## src/include/bctr_pkg.sv

```systemverilog
// constants and carrier types of the bootstrap control and timestamp register bank
package bctr_pkg;
   // register byte addresses (32-bit words, 64-bit registers low word first)
   localparam int unsigned ADR_W = 12;
   localparam logic [11:0] OFS_CFG_LO = 12'h1e0;
   localparam logic [11:0] OFS_CFG_HI = 12'h1e4;
   localparam logic [11:0] OFS_HB_PERIOD = 12'h1e8;
   localparam logic [11:0] OFS_CHAN = 12'h1ec;
   localparam logic [11:0] OFS_TS_LO = 12'h1f0;
   localparam logic [11:0] OFS_TS_HI = 12'h1f4;
   localparam logic [11:0] OFS_LATCH = 12'h1f8;
   localparam logic [11:0] OFS_TICK_LO = 12'h1fc;
   localparam logic [11:0] OFS_TICK_HI = 12'h200;
   localparam logic [11:0] OFS_OWN = 12'h204;
   localparam logic [11:0] OFS_LEGACY = 12'h208;
   localparam logic [11:0] OFS_ENDIAN = 12'h20c;
   // capability bit positions
   localparam int unsigned CAP_OWN_BIT = 1;
   localparam int unsigned CAP_CHAN_BIT = 2;
   localparam int unsigned CAP_TS_BIT = 3;
   localparam int unsigned CAP_ENDIAN_BIT = 10;
   localparam int unsigned CAP_PACKED_BIT = 12;
   localparam logic [63:0] CAP_DEFAULT = 64'h0000_0000_0000_140e;
   // field positions
   localparam int unsigned CFG_HB_BIT = 0;
   localparam int unsigned CFG_PACKED_BIT = 1;
   localparam int unsigned LATCH_BIT = 0;
   localparam int unsigned OWN_W = 3;
   // reset and fixed values
   localparam logic [31:0] HB_PERIOD_RST = 32'h0000_0bb8;
   localparam logic [31:0] CHAN_RST = 32'h0000_0000;
   localparam logic [31:0] ENDIAN_BIG = 32'h0000_0000;
   localparam logic [31:0] ENDIAN_LITTLE = 32'hffff_ffff;
   localparam logic [31:0] WORD_ZERO = 32'h0000_0000;
   // timing
   localparam int unsigned CLK_PERIOD_NS = 50;
   localparam int unsigned MS_IN_NS = 1000000;
   localparam int unsigned CYC_PER_MS = MS_IN_NS / CLK_PERIOD_NS;
   localparam logic [63:0] TICK_NS = 64'(CLK_PERIOD_NS);

   typedef enum logic [2:0] {
      OWN_AVAILABLE = 3'b000,
      OWN_EXCLUSIVE = 3'b001
   } bctr_own_e;

   typedef enum logic {
      BUS_IDLE = 1'b0,
      BUS_ACK = 1'b1
   } bctr_bus_e;

   typedef struct packed {
      logic cyc;
      logic stb;
      logic we;
      logic [11:0] adr;
      logic [3:0] sel;
      logic [31:0] dat;
   } bctr_wb_req_s;

   typedef struct packed {
      logic ack;
      logic [31:0] dat;
   } bctr_wb_rsp_s;
endpackage

```

## src/verilog/bctr_regs.sv

```systemverilog
// bootstrap control, heartbeat, channel, timestamp and byte-order register bank
//
// What this block does
// RULE_01: config bit 0 enables heartbeat, gated by capability
// RULE_02: config bit 1 packs events, gated; rest zero
// RULE_03: heartbeat expiry restores default link parameters
// RULE_04: every host access restarts heartbeat timer
// RULE_05: heartbeat period 32-bit milliseconds, resets to 3000
// RULE_06: heartbeat period exists only with privilege capability
// RULE_07: channel number resets to zero, uninitialised
// RULE_08: host writes nonzero channel number
// RULE_09: channel register exists only with channel capability
// RULE_10: free-running nanosecond count; latched value reads
// RULE_11: host latches before reading timestamp
// RULE_12: latch bit copies device time, self-clearing
// RULE_13: latch and tick registers follow timestamp capability
// RULE_14: read-only tick size in nanoseconds
// RULE_15: three-bit ownership state, reset available
// RULE_16: heartbeat expiry forces ownership back to available
// RULE_17: ownership register exists only with privilege capability
// RULE_18: host ignores deprecated byte-order location
// RULE_19: byte order reads zero or all ones
// RULE_20: byte order register gated by its capability
// RULE_21: capability bits 1,2,3 gate block registers
// RULE_22: capability bit 12 gates packed events
// RULE_23: heartbeat counts milliseconds, expires at period
// RULE_24: writes to read-only registers are ignored
`timescale 1ns/10ps
`default_nettype none

module bctr_regs #(
   parameter logic [63:0] CAPABILITY = bctr_pkg::CAP_DEFAULT,
   parameter bit LITTLE_ENDIAN = 1'b1,
   parameter int unsigned CYC_PER_MS = bctr_pkg::CYC_PER_MS
) (
   input wire logic clk_i,
   input wire logic rst_i,
   input wire bctr_pkg::bctr_wb_req_s wb_req_i,
   output bctr_pkg::bctr_wb_rsp_s wb_rsp_o,
   output logic heartbeat_enable_o,
   output logic packed_events_enable_o,
   output logic [31:0] async_channel_number_o,
   output logic [2:0] ownership_state_o,
   output logic link_defaults_o,
   output logic [63:0] device_time_o
);

   ////////////////////////////////////////////////////////////////////////////
   // helpers

   function automatic logic adr_hit(input logic [11:0] adr, input logic [11:0] ofs);
      adr_hit = (adr[11:2] == ofs[11:2]);
   endfunction

   function automatic logic [31:0] merge(input logic [31:0] old_v,
                                         input logic [31:0] new_v,
                                         input logic [3:0] sel);
      logic [31:0] res;
      res = old_v;
      for (int i = 0; i < 4; i++) begin
         if (sel[i]) begin
            res[8*i +: 8] = new_v[8*i +: 8];
         end
      end
      merge = res;
   endfunction

   localparam logic CAP_OWN = CAPABILITY[bctr_pkg::CAP_OWN_BIT];
   localparam logic CAP_CHAN = CAPABILITY[bctr_pkg::CAP_CHAN_BIT];
   localparam logic CAP_TS = CAPABILITY[bctr_pkg::CAP_TS_BIT];
   localparam logic CAP_ENDIAN = CAPABILITY[bctr_pkg::CAP_ENDIAN_BIT];
   localparam logic CAP_PACKED = CAPABILITY[bctr_pkg::CAP_PACKED_BIT];
   localparam logic [31:0] MS_LAST = 32'(CYC_PER_MS - 1);
   localparam logic [31:0] ENDIAN_VAL = LITTLE_ENDIAN ? bctr_pkg::ENDIAN_LITTLE
                                                      : bctr_pkg::ENDIAN_BIG;

   ////////////////////////////////////////////////////////////////////////////
   // wishbone slave: one wait state, ack for every address

   bctr_pkg::bctr_bus_e st_r;
   bctr_pkg::bctr_bus_e st_nxt;
   logic [31:0] rdat_r;
   wire logic take;
   wire logic wr;
   wire logic rd;
   wire logic [11:0] adr;
   wire logic [31:0] wdat;
   wire logic [3:0] sel;

   assign take = wb_req_i.cyc && wb_req_i.stb && (st_r == bctr_pkg::BUS_IDLE);
   // a write commits at the edge where the master samples ack, with its request still held
   assign wr = wb_req_i.cyc && wb_req_i.stb && wb_req_i.we && (st_r == bctr_pkg::BUS_ACK);
   assign rd = take && !wb_req_i.we;
   assign adr = wb_req_i.adr;
   assign wdat = wb_req_i.dat;
   assign sel = wb_req_i.sel;
   assign st_nxt = take ? bctr_pkg::BUS_ACK : bctr_pkg::BUS_IDLE;
   assign wb_rsp_o = '{ack: (st_r == bctr_pkg::BUS_ACK), dat: rdat_r};

   ////////////////////////////////////////////////////////////////////////////
   // address decode, absent registers never hit

   wire logic hit_cfg_lo = adr_hit(adr, bctr_pkg::OFS_CFG_LO);
   wire logic hit_hb = CAP_OWN && adr_hit(adr, bctr_pkg::OFS_HB_PERIOD);     // [RULE_06]
   wire logic hit_chan = CAP_CHAN && adr_hit(adr, bctr_pkg::OFS_CHAN);       // [RULE_09]
   wire logic hit_ts_lo = CAP_TS && adr_hit(adr, bctr_pkg::OFS_TS_LO);       // [RULE_21]
   wire logic hit_ts_hi = CAP_TS && adr_hit(adr, bctr_pkg::OFS_TS_HI);
   wire logic hit_latch = CAP_TS && adr_hit(adr, bctr_pkg::OFS_LATCH);       // [RULE_13]
   wire logic hit_tick_lo = CAP_TS && adr_hit(adr, bctr_pkg::OFS_TICK_LO);   // [RULE_13]
   wire logic hit_tick_hi = CAP_TS && adr_hit(adr, bctr_pkg::OFS_TICK_HI);
   wire logic hit_own = CAP_OWN && adr_hit(adr, bctr_pkg::OFS_OWN);          // [RULE_17]
   wire logic hit_endian = CAP_ENDIAN && adr_hit(adr, bctr_pkg::OFS_ENDIAN); // [RULE_20]

   ////////////////////////////////////////////////////////////////////////////
   // configuration and host-written registers

   logic cfg_hb_r;
   logic cfg_packed_r;
   logic [31:0] hb_period_r;
   logic [31:0] chan_r;
   logic [2:0] own_r;
   wire logic [31:0] cfg_word = {30'h0000_0000, cfg_packed_r, cfg_hb_r};
   wire logic [31:0] cfg_wr = merge(cfg_word, wdat, sel);
   wire logic [31:0] own_wr = merge({29'h0000_0000, own_r}, wdat, sel);
   wire logic expire;

   assign heartbeat_enable_o = cfg_hb_r;
   assign packed_events_enable_o = cfg_packed_r;
   assign async_channel_number_o = chan_r;
   assign ownership_state_o = own_r;

   always_ff @(posedge clk_i) begin
      if (rst_i) begin
         cfg_hb_r <= 1'b0;
         cfg_packed_r <= 1'b0;
      end else if (wr && hit_cfg_lo) begin
         cfg_hb_r <= cfg_wr[bctr_pkg::CFG_HB_BIT] && CAP_OWN;              // [RULE_01] [RULE_21]
         cfg_packed_r <= cfg_wr[bctr_pkg::CFG_PACKED_BIT] && CAP_PACKED;  // [RULE_02] [RULE_22]
      end
   end

   always_ff @(posedge clk_i) begin
      if (rst_i) begin
         hb_period_r <= bctr_pkg::HB_PERIOD_RST;                           // [RULE_05]
      end else if (wr && hit_hb) begin
         hb_period_r <= merge(hb_period_r, wdat, sel);
      end
   end

   always_ff @(posedge clk_i) begin
      if (rst_i) begin
         chan_r <= bctr_pkg::CHAN_RST;                                     // [RULE_07]
      end else if (wr && hit_chan) begin
         chan_r <= merge(chan_r, wdat, sel);
      end
   end

   always_ff @(posedge clk_i) begin
      if (rst_i) begin
         own_r <= bctr_pkg::OWN_AVAILABLE;                                 // [RULE_15]
      end else if (expire) begin
         own_r <= bctr_pkg::OWN_AVAILABLE;                                 // [RULE_16]
      end else if (wr && hit_own) begin
         own_r <= own_wr[bctr_pkg::OWN_W-1:0];                             // [RULE_15]
      end
   end

   ////////////////////////////////////////////////////////////////////////////
   // heartbeat supervision: millisecond prescaler and elapsed-ms count

   logic [31:0] ms_cnt_r;
   logic [31:0] hb_ms_r;
   logic link_def_r;
   wire logic ms_wrap = (ms_cnt_r == MS_LAST);

   // an access in the same cycle restarts the timer instead of expiring it
   assign expire = cfg_hb_r && !take && (hb_ms_r >= hb_period_r);         // [RULE_23]
   assign link_defaults_o = link_def_r;

   always_ff @(posedge clk_i) begin
      if (rst_i || !cfg_hb_r || take || expire) begin
         ms_cnt_r <= 32'h0000_0000;                                        // [RULE_04]
         hb_ms_r <= 32'h0000_0000;
      end else if (ms_wrap) begin
         ms_cnt_r <= 32'h0000_0000;
         hb_ms_r <= hb_ms_r + 32'h0000_0001;                               // [RULE_23]
      end else begin
         ms_cnt_r <= ms_cnt_r + 32'h0000_0001;
      end
   end

   always_ff @(posedge clk_i) begin
      if (rst_i) begin
         link_def_r <= 1'b0;
      end else begin
         link_def_r <= expire;                                             // [RULE_03]
      end
   end

   ////////////////////////////////////////////////////////////////////////////
   // free-running device time and latched timestamp

   logic [63:0] time_ns_r;
   logic [63:0] ts_r;
   wire logic latch_cmd = wr && hit_latch && sel[0] && wdat[bctr_pkg::LATCH_BIT];

   assign device_time_o = time_ns_r;

   always_ff @(posedge clk_i) begin
      if (rst_i) begin
         time_ns_r <= 64'h0000_0000_0000_0000;
      end else begin
         time_ns_r <= time_ns_r + bctr_pkg::TICK_NS;                       // [RULE_10]
      end
   end

   // the command bit is not stored, so it needs no clearing
   always_ff @(posedge clk_i) begin
      if (rst_i) begin
         ts_r <= 64'h0000_0000_0000_0000;                                  // [RULE_10]
      end else if (latch_cmd) begin
         ts_r <= time_ns_r;                                                // [RULE_12]
      end
   end

   ////////////////////////////////////////////////////////////////////////////
   // read selection; legacy, latch and absent words read zero

   wire logic [31:0] rd_mux =
      hit_cfg_lo ? cfg_word :
      hit_hb ? hb_period_r :
      hit_chan ? chan_r :
      hit_ts_lo ? ts_r[31:0] :                                             // [RULE_10]
      hit_ts_hi ? ts_r[63:32] :
      hit_tick_lo ? bctr_pkg::TICK_NS[31:0] :                              // [RULE_14]
      hit_tick_hi ? bctr_pkg::TICK_NS[63:32] :
      hit_own ? {29'h0000_0000, own_r} :
      hit_endian ? ENDIAN_VAL :                                            // [RULE_19]
      bctr_pkg::WORD_ZERO;                                                 // [RULE_18]

   // read-only words have no write enable above, so writes fall away [RULE_24]
   always_ff @(posedge clk_i) begin
      if (rst_i) begin
         st_r <= bctr_pkg::BUS_IDLE;
         rdat_r <= bctr_pkg::WORD_ZERO;
      end else begin
         st_r <= st_nxt;
         rdat_r <= rd ? rd_mux : bctr_pkg::WORD_ZERO;
      end
   end
endmodule // bctr_regs

`default_nettype wire
```

## config.mk

```make
export PLATFORM = sky130hd
export DESIGN_NAME = bctr_regs
export DESIGN_NICKNAME = d
export VERILOG_FILES = /design/src/include/bctr_pkg.sv /design/src/verilog/bctr_regs.sv
export SDC_FILE = /design/constraint.sdc
export NUM_CORES = 1
export LEC_CHECK = 0
export BUFFER_PORTS_ARGS = -buffer_cell sky130_fd_sc_hd__buf_2
export CORE_MARGIN = 2
export CORE_UTILIZATION = 25
export DETAILED_ROUTE_END_ITERATION = 10
export GPL_TIMING_DRIVEN = 1
export HOLD_SLACK_MARGIN = 0.12
export SETUP_SLACK_MARGIN = 0.5
export SYNTH_ARGS = -nofsm -noshare
export SYNTH_HDL_FRONTEND = slang
export SYNTH_SLANG_ARGS = --single-unit
```

## constraint.sdc

```tcl
create_clock -name clk_i -period 4.3 [get_ports clk_i]
set_input_delay 0.86 -clock clk_i [delete_from_list [all_inputs] [get_ports clk_i]]
set_output_delay 0.86 -clock clk_i [all_outputs]
set_load 0.05 [all_outputs]
```

### Yosys cells after proc, flatten, opt, wreduce, memory -nomap -nowiden

Cells that the tools add are included.

| storage, ports and cells | value |
|---|---|
| register bits | 295 |
| bits of input ports | 53 |
| memory bits (read-only) | 0 |
| memories kept | 0 |
| bits in latches | 0 |
| bits in writable memories | 0 |

| cells by class | value |
|---|---|
| order comparisons | 1 |
| reductions and logical operators | 34 |
| equal/unequal tests | 11 |
| shift-type cells | 0 |
| add/sub/neg operators | 3 |
| bitwise gates (word level) | 2 |
| divide/modulo/power cells | 0 |
| multiplexer cells | 10 |
| multiply operators | 0 |

Operators with widths:

| operator | count |
|---|---|
| 32-bit two-way mux | 8 |
| 10-bit by 7-bit equality test with 1-bit output, second input constant | 7 |
| 32-bit by 1-bit adder with 32-bit output, second input constant | 2 |
| 64-bit by 6-bit adder with 64-bit output, second input constant | 1 |
| 32-bit by 15-bit equality test with 1-bit output, second input constant | 1 |
| 32-bit greater-or-equal comparator | 1 |
| 10-bit by 8-bit equality test with 1-bit output, second input constant | 3 |
| 2-bit AND reduction | 10 |
| 1-bit logical AND | 14 |
| 2-bit OR reduction | 3 |
| 1-bit zero test | 3 |
| 1-bit logical OR | 3 |
| 3-bit OR reduction | 1 |
| 2-bit two-way mux | 1 |
| 1-bit inverter | 2 |
| 1-bit two-way mux | 1 |

### Logic depth before layout (Yosys ltp)

| depth | value |
|---|---|
| word-level depth | 10 |
| mapped depth | 10 |
| mapped depth without buffers | 8 |

### Worst setup path after synthesis

Ideal clock, no wire load.

| path | value |
|---|---|
| path kind | input port to flip-flop |
| start point | in wb_req_i[47] (netlist name) |
| end point | reg rdat_r[14] |
| data arrival time | 2,351 ps |
| buffers on the path | 3 |
| stages on the path | 7 |
| slack | 1,794 ps |
| cell sequence | or3_4 > nor4_2 > and2_1 > buf_2 > buf_2 > buf_2 > a221oi_1 |

| on the way | value |
|---|---|
| longest elaborated chain between the ends | 9 |
| elaborated cells on any way between the ends | 18 |
| classes of those cells | 9 x eq/ne; 8 x mux; 1 x reduce/logical |

Ends and longest elaborated chain:

| item | line | RTL |
|---|---|---|
| start, declared | bctr_regs.sv:38 | `input wire bctr_pkg::bctr_wb_req_s wb_req_i,` |
| 10-bit by 8-bit equality test with 1-bit output | bctr_regs.sv:52 | `adr_hit = (adr[11:2] == ofs[11:2]);` |
| 32-bit two-way mux | bctr_regs.sv:238 | `hit_endian ? ENDIAN_VAL :` |
| 32-bit two-way mux | bctr_regs.sv:237 | `hit_own ? {29'h0000_0000, own_r} :` |
| 32-bit two-way mux | bctr_regs.sv:236 | `hit_tick_hi ? bctr_pkg::TICK_NS[63:32] :` |
| 32-bit two-way mux | bctr_regs.sv:235 | `hit_tick_lo ? bctr_pkg::TICK_NS[31:0] :` |
| 32-bit two-way mux | bctr_regs.sv:234 | `hit_ts_hi ? ts_r[63:32] :` |
| 32-bit two-way mux | bctr_regs.sv:233 | `hit_ts_lo ? ts_r[31:0] :` |
| 32-bit two-way mux | bctr_regs.sv:232 | `hit_chan ? chan_r :` |
| 32-bit two-way mux | bctr_regs.sv:231 | `hit_hb ? hb_period_r :` |
| end signal, assigned | bctr_regs.sv:245 | `rdat_r <= bctr_pkg::WORD_ZERO;` |
| end signal, assigned | bctr_regs.sv:248 | `rdat_r <= rd ? rd_mux : bctr_pkg::WORD_ZERO;` |
| end, declared | bctr_regs.sv:82 | `logic [31:0] rdat_r;` |

Parallel ways exist; a longest one is shown, timed or not.
A chain may end at the register's enable or synchronous reset.

### Final worst setup path

| path | value |
|---|---|
| start point | reg hb_period_r[15] |
| end point | reg ms_cnt_r[11] |

| on the way | value |
|---|---|
| longest elaborated chain between the ends | 4 |

Ends and longest elaborated chain:

| item | line | RTL |
|---|---|---|
| start, declared | bctr_regs.sv:119 | `logic [31:0] hb_period_r;` |
| start signal, assigned | bctr_regs.sv:144 | `hb_period_r <= bctr_pkg::HB_PERIOD_RST;` |
| start signal, assigned | bctr_regs.sv:146 | `hb_period_r <= merge(hb_period_r, wdat, sel);` |
| 32-bit greater-or-equal comparator | bctr_regs.sv:177 | `assign expire = cfg_hb_r && !take && (hb_ms_r >= hb_period_r);` |
| 1-bit logical AND | bctr_regs.sv:177 |  |
| 1-bit logical OR | bctr_regs.sv:181 | `if (rst_i \|\| !cfg_hb_r \|\| take \|\| expire) begin` |
| 2-bit OR reduction (no source line) | -- |  |
| end signal, assigned | bctr_regs.sv:188 | `ms_cnt_r <= ms_cnt_r + 32'h0000_0001;` |
| end, declared | bctr_regs.sv:171 | `logic [31:0] ms_cnt_r;` |

Every way passes these cells.

==> impl_metrics.prom <==
# TYPE chip_impl_metric gauge
chip_impl_metric{name="totalNegativeSetupSlack",unit="ns"} 0
chip_impl_metric{name="fillCellCount",unit=""} 5691
chip_impl_metric{name="cts-root-to-sink-buffers",unit=""} 3
chip_impl_metric{name="timing.reg2reg.worst_path_depth",unit=""} 9
chip_impl_metric{name="clkPwrFrac",unit=""} 0.520
chip_impl_metric{name="ant_nets",unit=""} 0
chip_impl_metric{name="clk_transition_reported_paths",unit="ns"} 0.06
chip_impl_metric{name="htree_num_levels",unit=""} 2
chip_impl_metric{name="swShare",unit=""} 0.2295
chip_impl_metric{name="final_cell_count_no_fill",unit=""} 2398
chip_impl_metric{name="p_int",unit="mW"} 4.641
chip_impl_metric{name="maxCapViolCount",unit=""} 0
chip_impl_metric{name="timing.slew.headroom",unit=""} 0.2418
chip_impl_metric{name="cts_hold_buf",unit=""} 0
chip_impl_metric{name="place.port_buffers",unit=""} 184
chip_impl_metric{name="final-max-slew-violation-count",unit=""} 0
chip_impl_metric{name="die-area",unit="um^2"} 55940
chip_impl_metric{name="via_count",unit=""} 11715
chip_impl_metric{name="yosys.area_share.simple",unit=""} 0.2383
chip_impl_metric{name="wire_per_inst",unit="um"} 17.73
chip_impl_info{name="critical_path.reg2reg.startpoint",value="hb_period_r[15]"} 1
chip_impl_metric{name="gp_congestion",unit=""} 0.8655
chip_impl_info{name="startpoint",value="hb_period_r[15]"} 1
chip_impl_metric{name="irDropWorstVdd",unit="mV"} 0.2404
chip_impl_metric{name="worst-slew-pin-transition",unit="ns"} 1.137
chip_impl_metric{name="final.min_clock_period",unit="ns"} 3.015
chip_impl_metric{name="synth.yosys.warnings",unit=""} 0
chip_impl_metric{name="regToRegSetupSlack",unit="ns"} 1.28
chip_impl_info{name="cts_tree",value="done"} 1
chip_impl_metric{name="synth_compound_area_frac",unit=""} 0.1399
chip_impl_metric{name="post_synthesis_mux_area_share",unit=""} 0.04240
chip_impl_metric{name="hold_fails_final_rpt",unit=""} 0
chip_impl_metric{name="setup_viol_count_final",unit=""} 0
chip_impl_metric{name="clkSinkCount",unit=""} 293
chip_impl_info{name="status",value="finished clean"} 1
chip_impl_info{name="timing_worst_setup_path_type",value="flip-flop to flip-flop"} 1
chip_impl_metric{name="drt_wl_total",unit="um"} 42530
chip_impl_metric{name="synthesis.area_per_instance",unit="um^2"} 8.868
chip_impl_metric{name="syn-instance-count",unit=""} 1524
chip_impl_info{name="r2r-end",value="ms_cnt_r[11]"} 1
chip_impl_metric{name="mappedNetlistArea",unit="um^2"} 13520
chip_impl_metric{name="grt_overflow_total",unit=""} 0
chip_impl_metric{name="leakage",unit="nW"} 6.042
chip_impl_metric{name="pwr-share-seq",unit=""} 0.455
chip_impl_metric{name="floorplan.initialDensity",unit=""} 0.2521
chip_impl_metric{name="xor_and_xnor_area_share_after_synthesis",unit=""} 0.06610
chip_impl_info{name="cts_root_buffer",value="sky130_fd_sc_hd__clkbuf_16"} 1
chip_impl_metric{name="final_layout_size_suffix_gt1_frac",unit=""} 0.1946
chip_impl_info{name="layout.cells.most_common_list",value="sky130_fd_sc_hd__dfxtp_1, sky130_fd_sc_hd__nand2_1, sky130_fd_sc_hd__buf_2"} 1
chip_impl_metric{name="floorplan.core_area",unit="um^2"} 53600
chip_impl_metric{name="global_route_usage_over_all_layers",unit=""} 0.1487
chip_impl_metric{name="worst-endpoint-required",unit="ns"} 4.73
chip_impl_metric{name="floorplan.rows",unit=""} 85
chip_impl_metric{name="die-width",unit="um"} 236.5
chip_impl_metric{name="avgViaCountPerCell",unit=""} 4.885
chip_impl_metric{name="detailed_place_hpwl",unit="um"} 31990
chip_impl_metric{name="clock_insertion_delay_worst_skew",unit="ns"} 0.57
chip_impl_metric{name="crit_fanout",unit=""} 30
chip_impl_metric{name="detail_route.first_pass.iterations",unit=""} 5
chip_impl_metric{name="clock-skew-final",unit="ns"} 0.03303
chip_impl_metric{name="timing.final.crit_share",unit=""} 0.7012
chip_impl_info{name="dominant_combinational_cell_family_by_area_after_synthesis",value="simple AND/OR/NAND/NOR gates"} 1
chip_impl_metric{name="placedCellCount",unit=""} 2335
chip_impl_metric{name="first_pass_grt_wire_length",unit="um"} 64720
chip_impl_metric{name="yosys.cell_types.count",unit=""} 68
chip_impl_info{name="grt_setup_unrepaired",value="no"} 1
chip_impl_metric{name="area_growth",unit="%"} 20.29
chip_impl_metric{name="drc",unit=""} 0
chip_impl_metric{name="layout.nets",unit=""} 1764
chip_impl_info{name="endpoint",value="ms_cnt_r[11]"} 1
chip_impl_metric{name="cts.repair_timing.setup_buffer_count",unit=""} 0
chip_impl_metric{name="register_area",unit="um^2"} 5866
chip_impl_metric{name="first_iter_violations",unit=""} 969
chip_impl_metric{name="utilization",unit=""} 0.3033
chip_impl_info{name="layout.cells.most_common",value="sky130_fd_sc_hd__dfxtp_1"} 1
chip_impl_metric{name="cts_repair_resize_count",unit=""} 0
chip_impl_metric{name="via_count_of_the_first_global_routing_pass",unit=""} 11067
chip_impl_info{name="holdCritPathClass",value="flip-flop to flip-flop"} 1
chip_impl_metric{name="combined_area_of_the_multi_input_logic_cells",unit="um^2"} 7047
chip_impl_metric{name="grt_antenna_before_repair",unit=""} 3
chip_impl_metric{name="synthAdderAreaFrac",unit=""} 0.03240
chip_impl_metric{name="fmax",unit="MHz"} 331.6
chip_impl_info{name="critical_path.endpoint_type",value="flip-flop"} 1
chip_impl_metric{name="synth_enable_flop_cells",unit=""} 0
chip_impl_metric{name="share_of_the_yosys_chip_area_belonging_to_registers",unit=""} 0.4340
chip_impl_info{name="worst_setup_path_start_kind",value="flip-flop"} 1
chip_impl_metric{name="number_of_flip_flops_and_latches_in_the_synthesized_netlist",unit=""} 293
chip_impl_info{name="synthFlopType",value="sky130_fd_sc_hd__dfxtp_1"} 1
chip_impl_metric{name="numCtsBuffers",unit=""} 35
chip_impl_metric{name="die_height",unit="um"} 236.5
chip_impl_metric{name="synth.net_count",unit=""} 1612
chip_impl_metric{name="synth-async-reset-ratio",unit=""} 0
chip_impl_metric{name="power.density",unit="nW/um^2"} 370.5
chip_impl_metric{name="io_pins",unit=""} 188
chip_impl_metric{name="grt_max_degree",unit=""} 103
chip_impl_metric{name="timing.critical_path.arrival",unit="ns"} 3.44
chip_impl_metric{name="share_comb_of_total_power",unit=""} 0.025
chip_impl_metric{name="power.switching",unit="mW"} 1.383
## logic make-up (layout without fill, tap and decap cells)
| group | count (synthesis) | in the layout |
|---|---|---|
| compound gates | 261 | 261 |
| xor+xnor | 102 | 102 |
| fa+ha+maj | 35 | 35 |
| buf+inv | 137 | 314 |
| flops | 293 | 293 |
| mux | 57 | 57 |
| other cells | 1 | 2 |
| simple gates | 638 | 638 |
## final cells by class
cell class                 count  share of cell area
antenna                        1           0.0001539
clock buffer                  50             0.06349
clock inverter                12             0.01147
inverter                      49             0.01131
multi-input combinational   1094              0.4334
sequential                   293              0.3608
tap                          696             0.05356
timing repair buffer         203             0.06580
## worst max-delay path, stage by stage (launching register included)
cell	delay, ns
sky130_fd_sc_hd__dfxtp_1	0.33
sky130_fd_sc_hd__inv_1	0.09
sky130_fd_sc_hd__ha_1	0.32
sky130_fd_sc_hd__nand4_1	0.21
sky130_fd_sc_hd__or3_1	0.45
sky130_fd_sc_hd__a221oi_1	0.36
sky130_fd_sc_hd__or4_1	0.19
sky130_fd_sc_hd__a211o_1	0.41
sky130_fd_sc_hd__buf_4	0.41
sky130_fd_sc_hd__nor3_1	0.11
## power by group through the flow
stage	Clock [mW]	Combinational (mW)	Sequential (mW)
2_1_floorplan	0	0.0676	2.82
3_3_place_gp	0	0.149	2.80
3_5_place_dp	0	0.150	2.80
4_1_cts	3.21	0.152	2.74
5_1_grt	3.32	0.162	2.74
6_report	3.14	0.151	2.74
## registers in the layout (all words and copies together) (netlist names), 3 cells and up
name and cells:
async_channel_number_o 32, device_time_o 63, hb_ms_r 32, hb_period_r 32, ms_cnt_r 32, ownership_state_o 3, rdat_r 32, ts_r 63
## cells in the mapped netlist (35+ instances only)
cell	n	area share
sky130_fd_sc_hd__dfxtp_1	293	0.43
sky130_fd_sc_hd__nand2_1	194	0.054
sky130_fd_sc_hd__nor2_1	175	0.049
sky130_fd_sc_hd__a21oi_1	132	0.049
sky130_fd_sc_hd__xor2_1	58	0.038
sky130_fd_sc_hd__mux2i_1	55	0.041
sky130_fd_sc_hd__inv_1	49	0.014
sky130_fd_sc_hd__clkbuf_1	47	0.013
sky130_fd_sc_hd__nand3_1	47	0.017
sky130_fd_sc_hd__xnor2_1	44	0.029
sky130_fd_sc_hd__nand4_1	42	0.019
sky130_fd_sc_hd__and2_1	38	0.018
sky130_fd_sc_hd__o21ai_0	37	0.014
sky130_fd_sc_hd__ha_1	35	0.032
## how the worst min path moves through the flow
stage                     cells after the start     start  slack, ns        to
after global routing                          2  ts_r[45]       0.47  ts_r[45]
after floorplan                               2  ts_r[35]       0.43  ts_r[35]
after CTS                                     2  ts_r[35]       0.45  ts_r[35]
after detailed placement                      2  ts_r[40]       0.44  ts_r[40]
after global placement                        2  ts_r[62]       0.44  ts_r[62]
final                                         2  ts_r[49]       0.45  ts_r[49]
## layer usage
metal	wire length, um	up-vias	share of wire	global-route usage
met5	27	-	0.00063	0
met3	2933	59	0.069	0.03311
met2	18170	386	0.43	0.2262
li1	-	5635	-	-
met4	988	4	0.023	0.03893
met1	20410	5631	0.48	0.2112
## stage by stage
stage	hold slack [ns]	setup slack [ns]	power (mW)	cell area (um^2)
after floorplan	0.4273	1.794	2.885	13520
after global placement	0.4368	0.7013	2.946	15040
after detailed placement	0.4418	0.6800	2.948	15040
after CTS	0.4484	1.287	6.098	16260
after global routing	0.4670	1.107	6.218	16260
final	0.4495	1.285	6.023	16260
No activity file was read; power rests on OpenSTA's default activity.
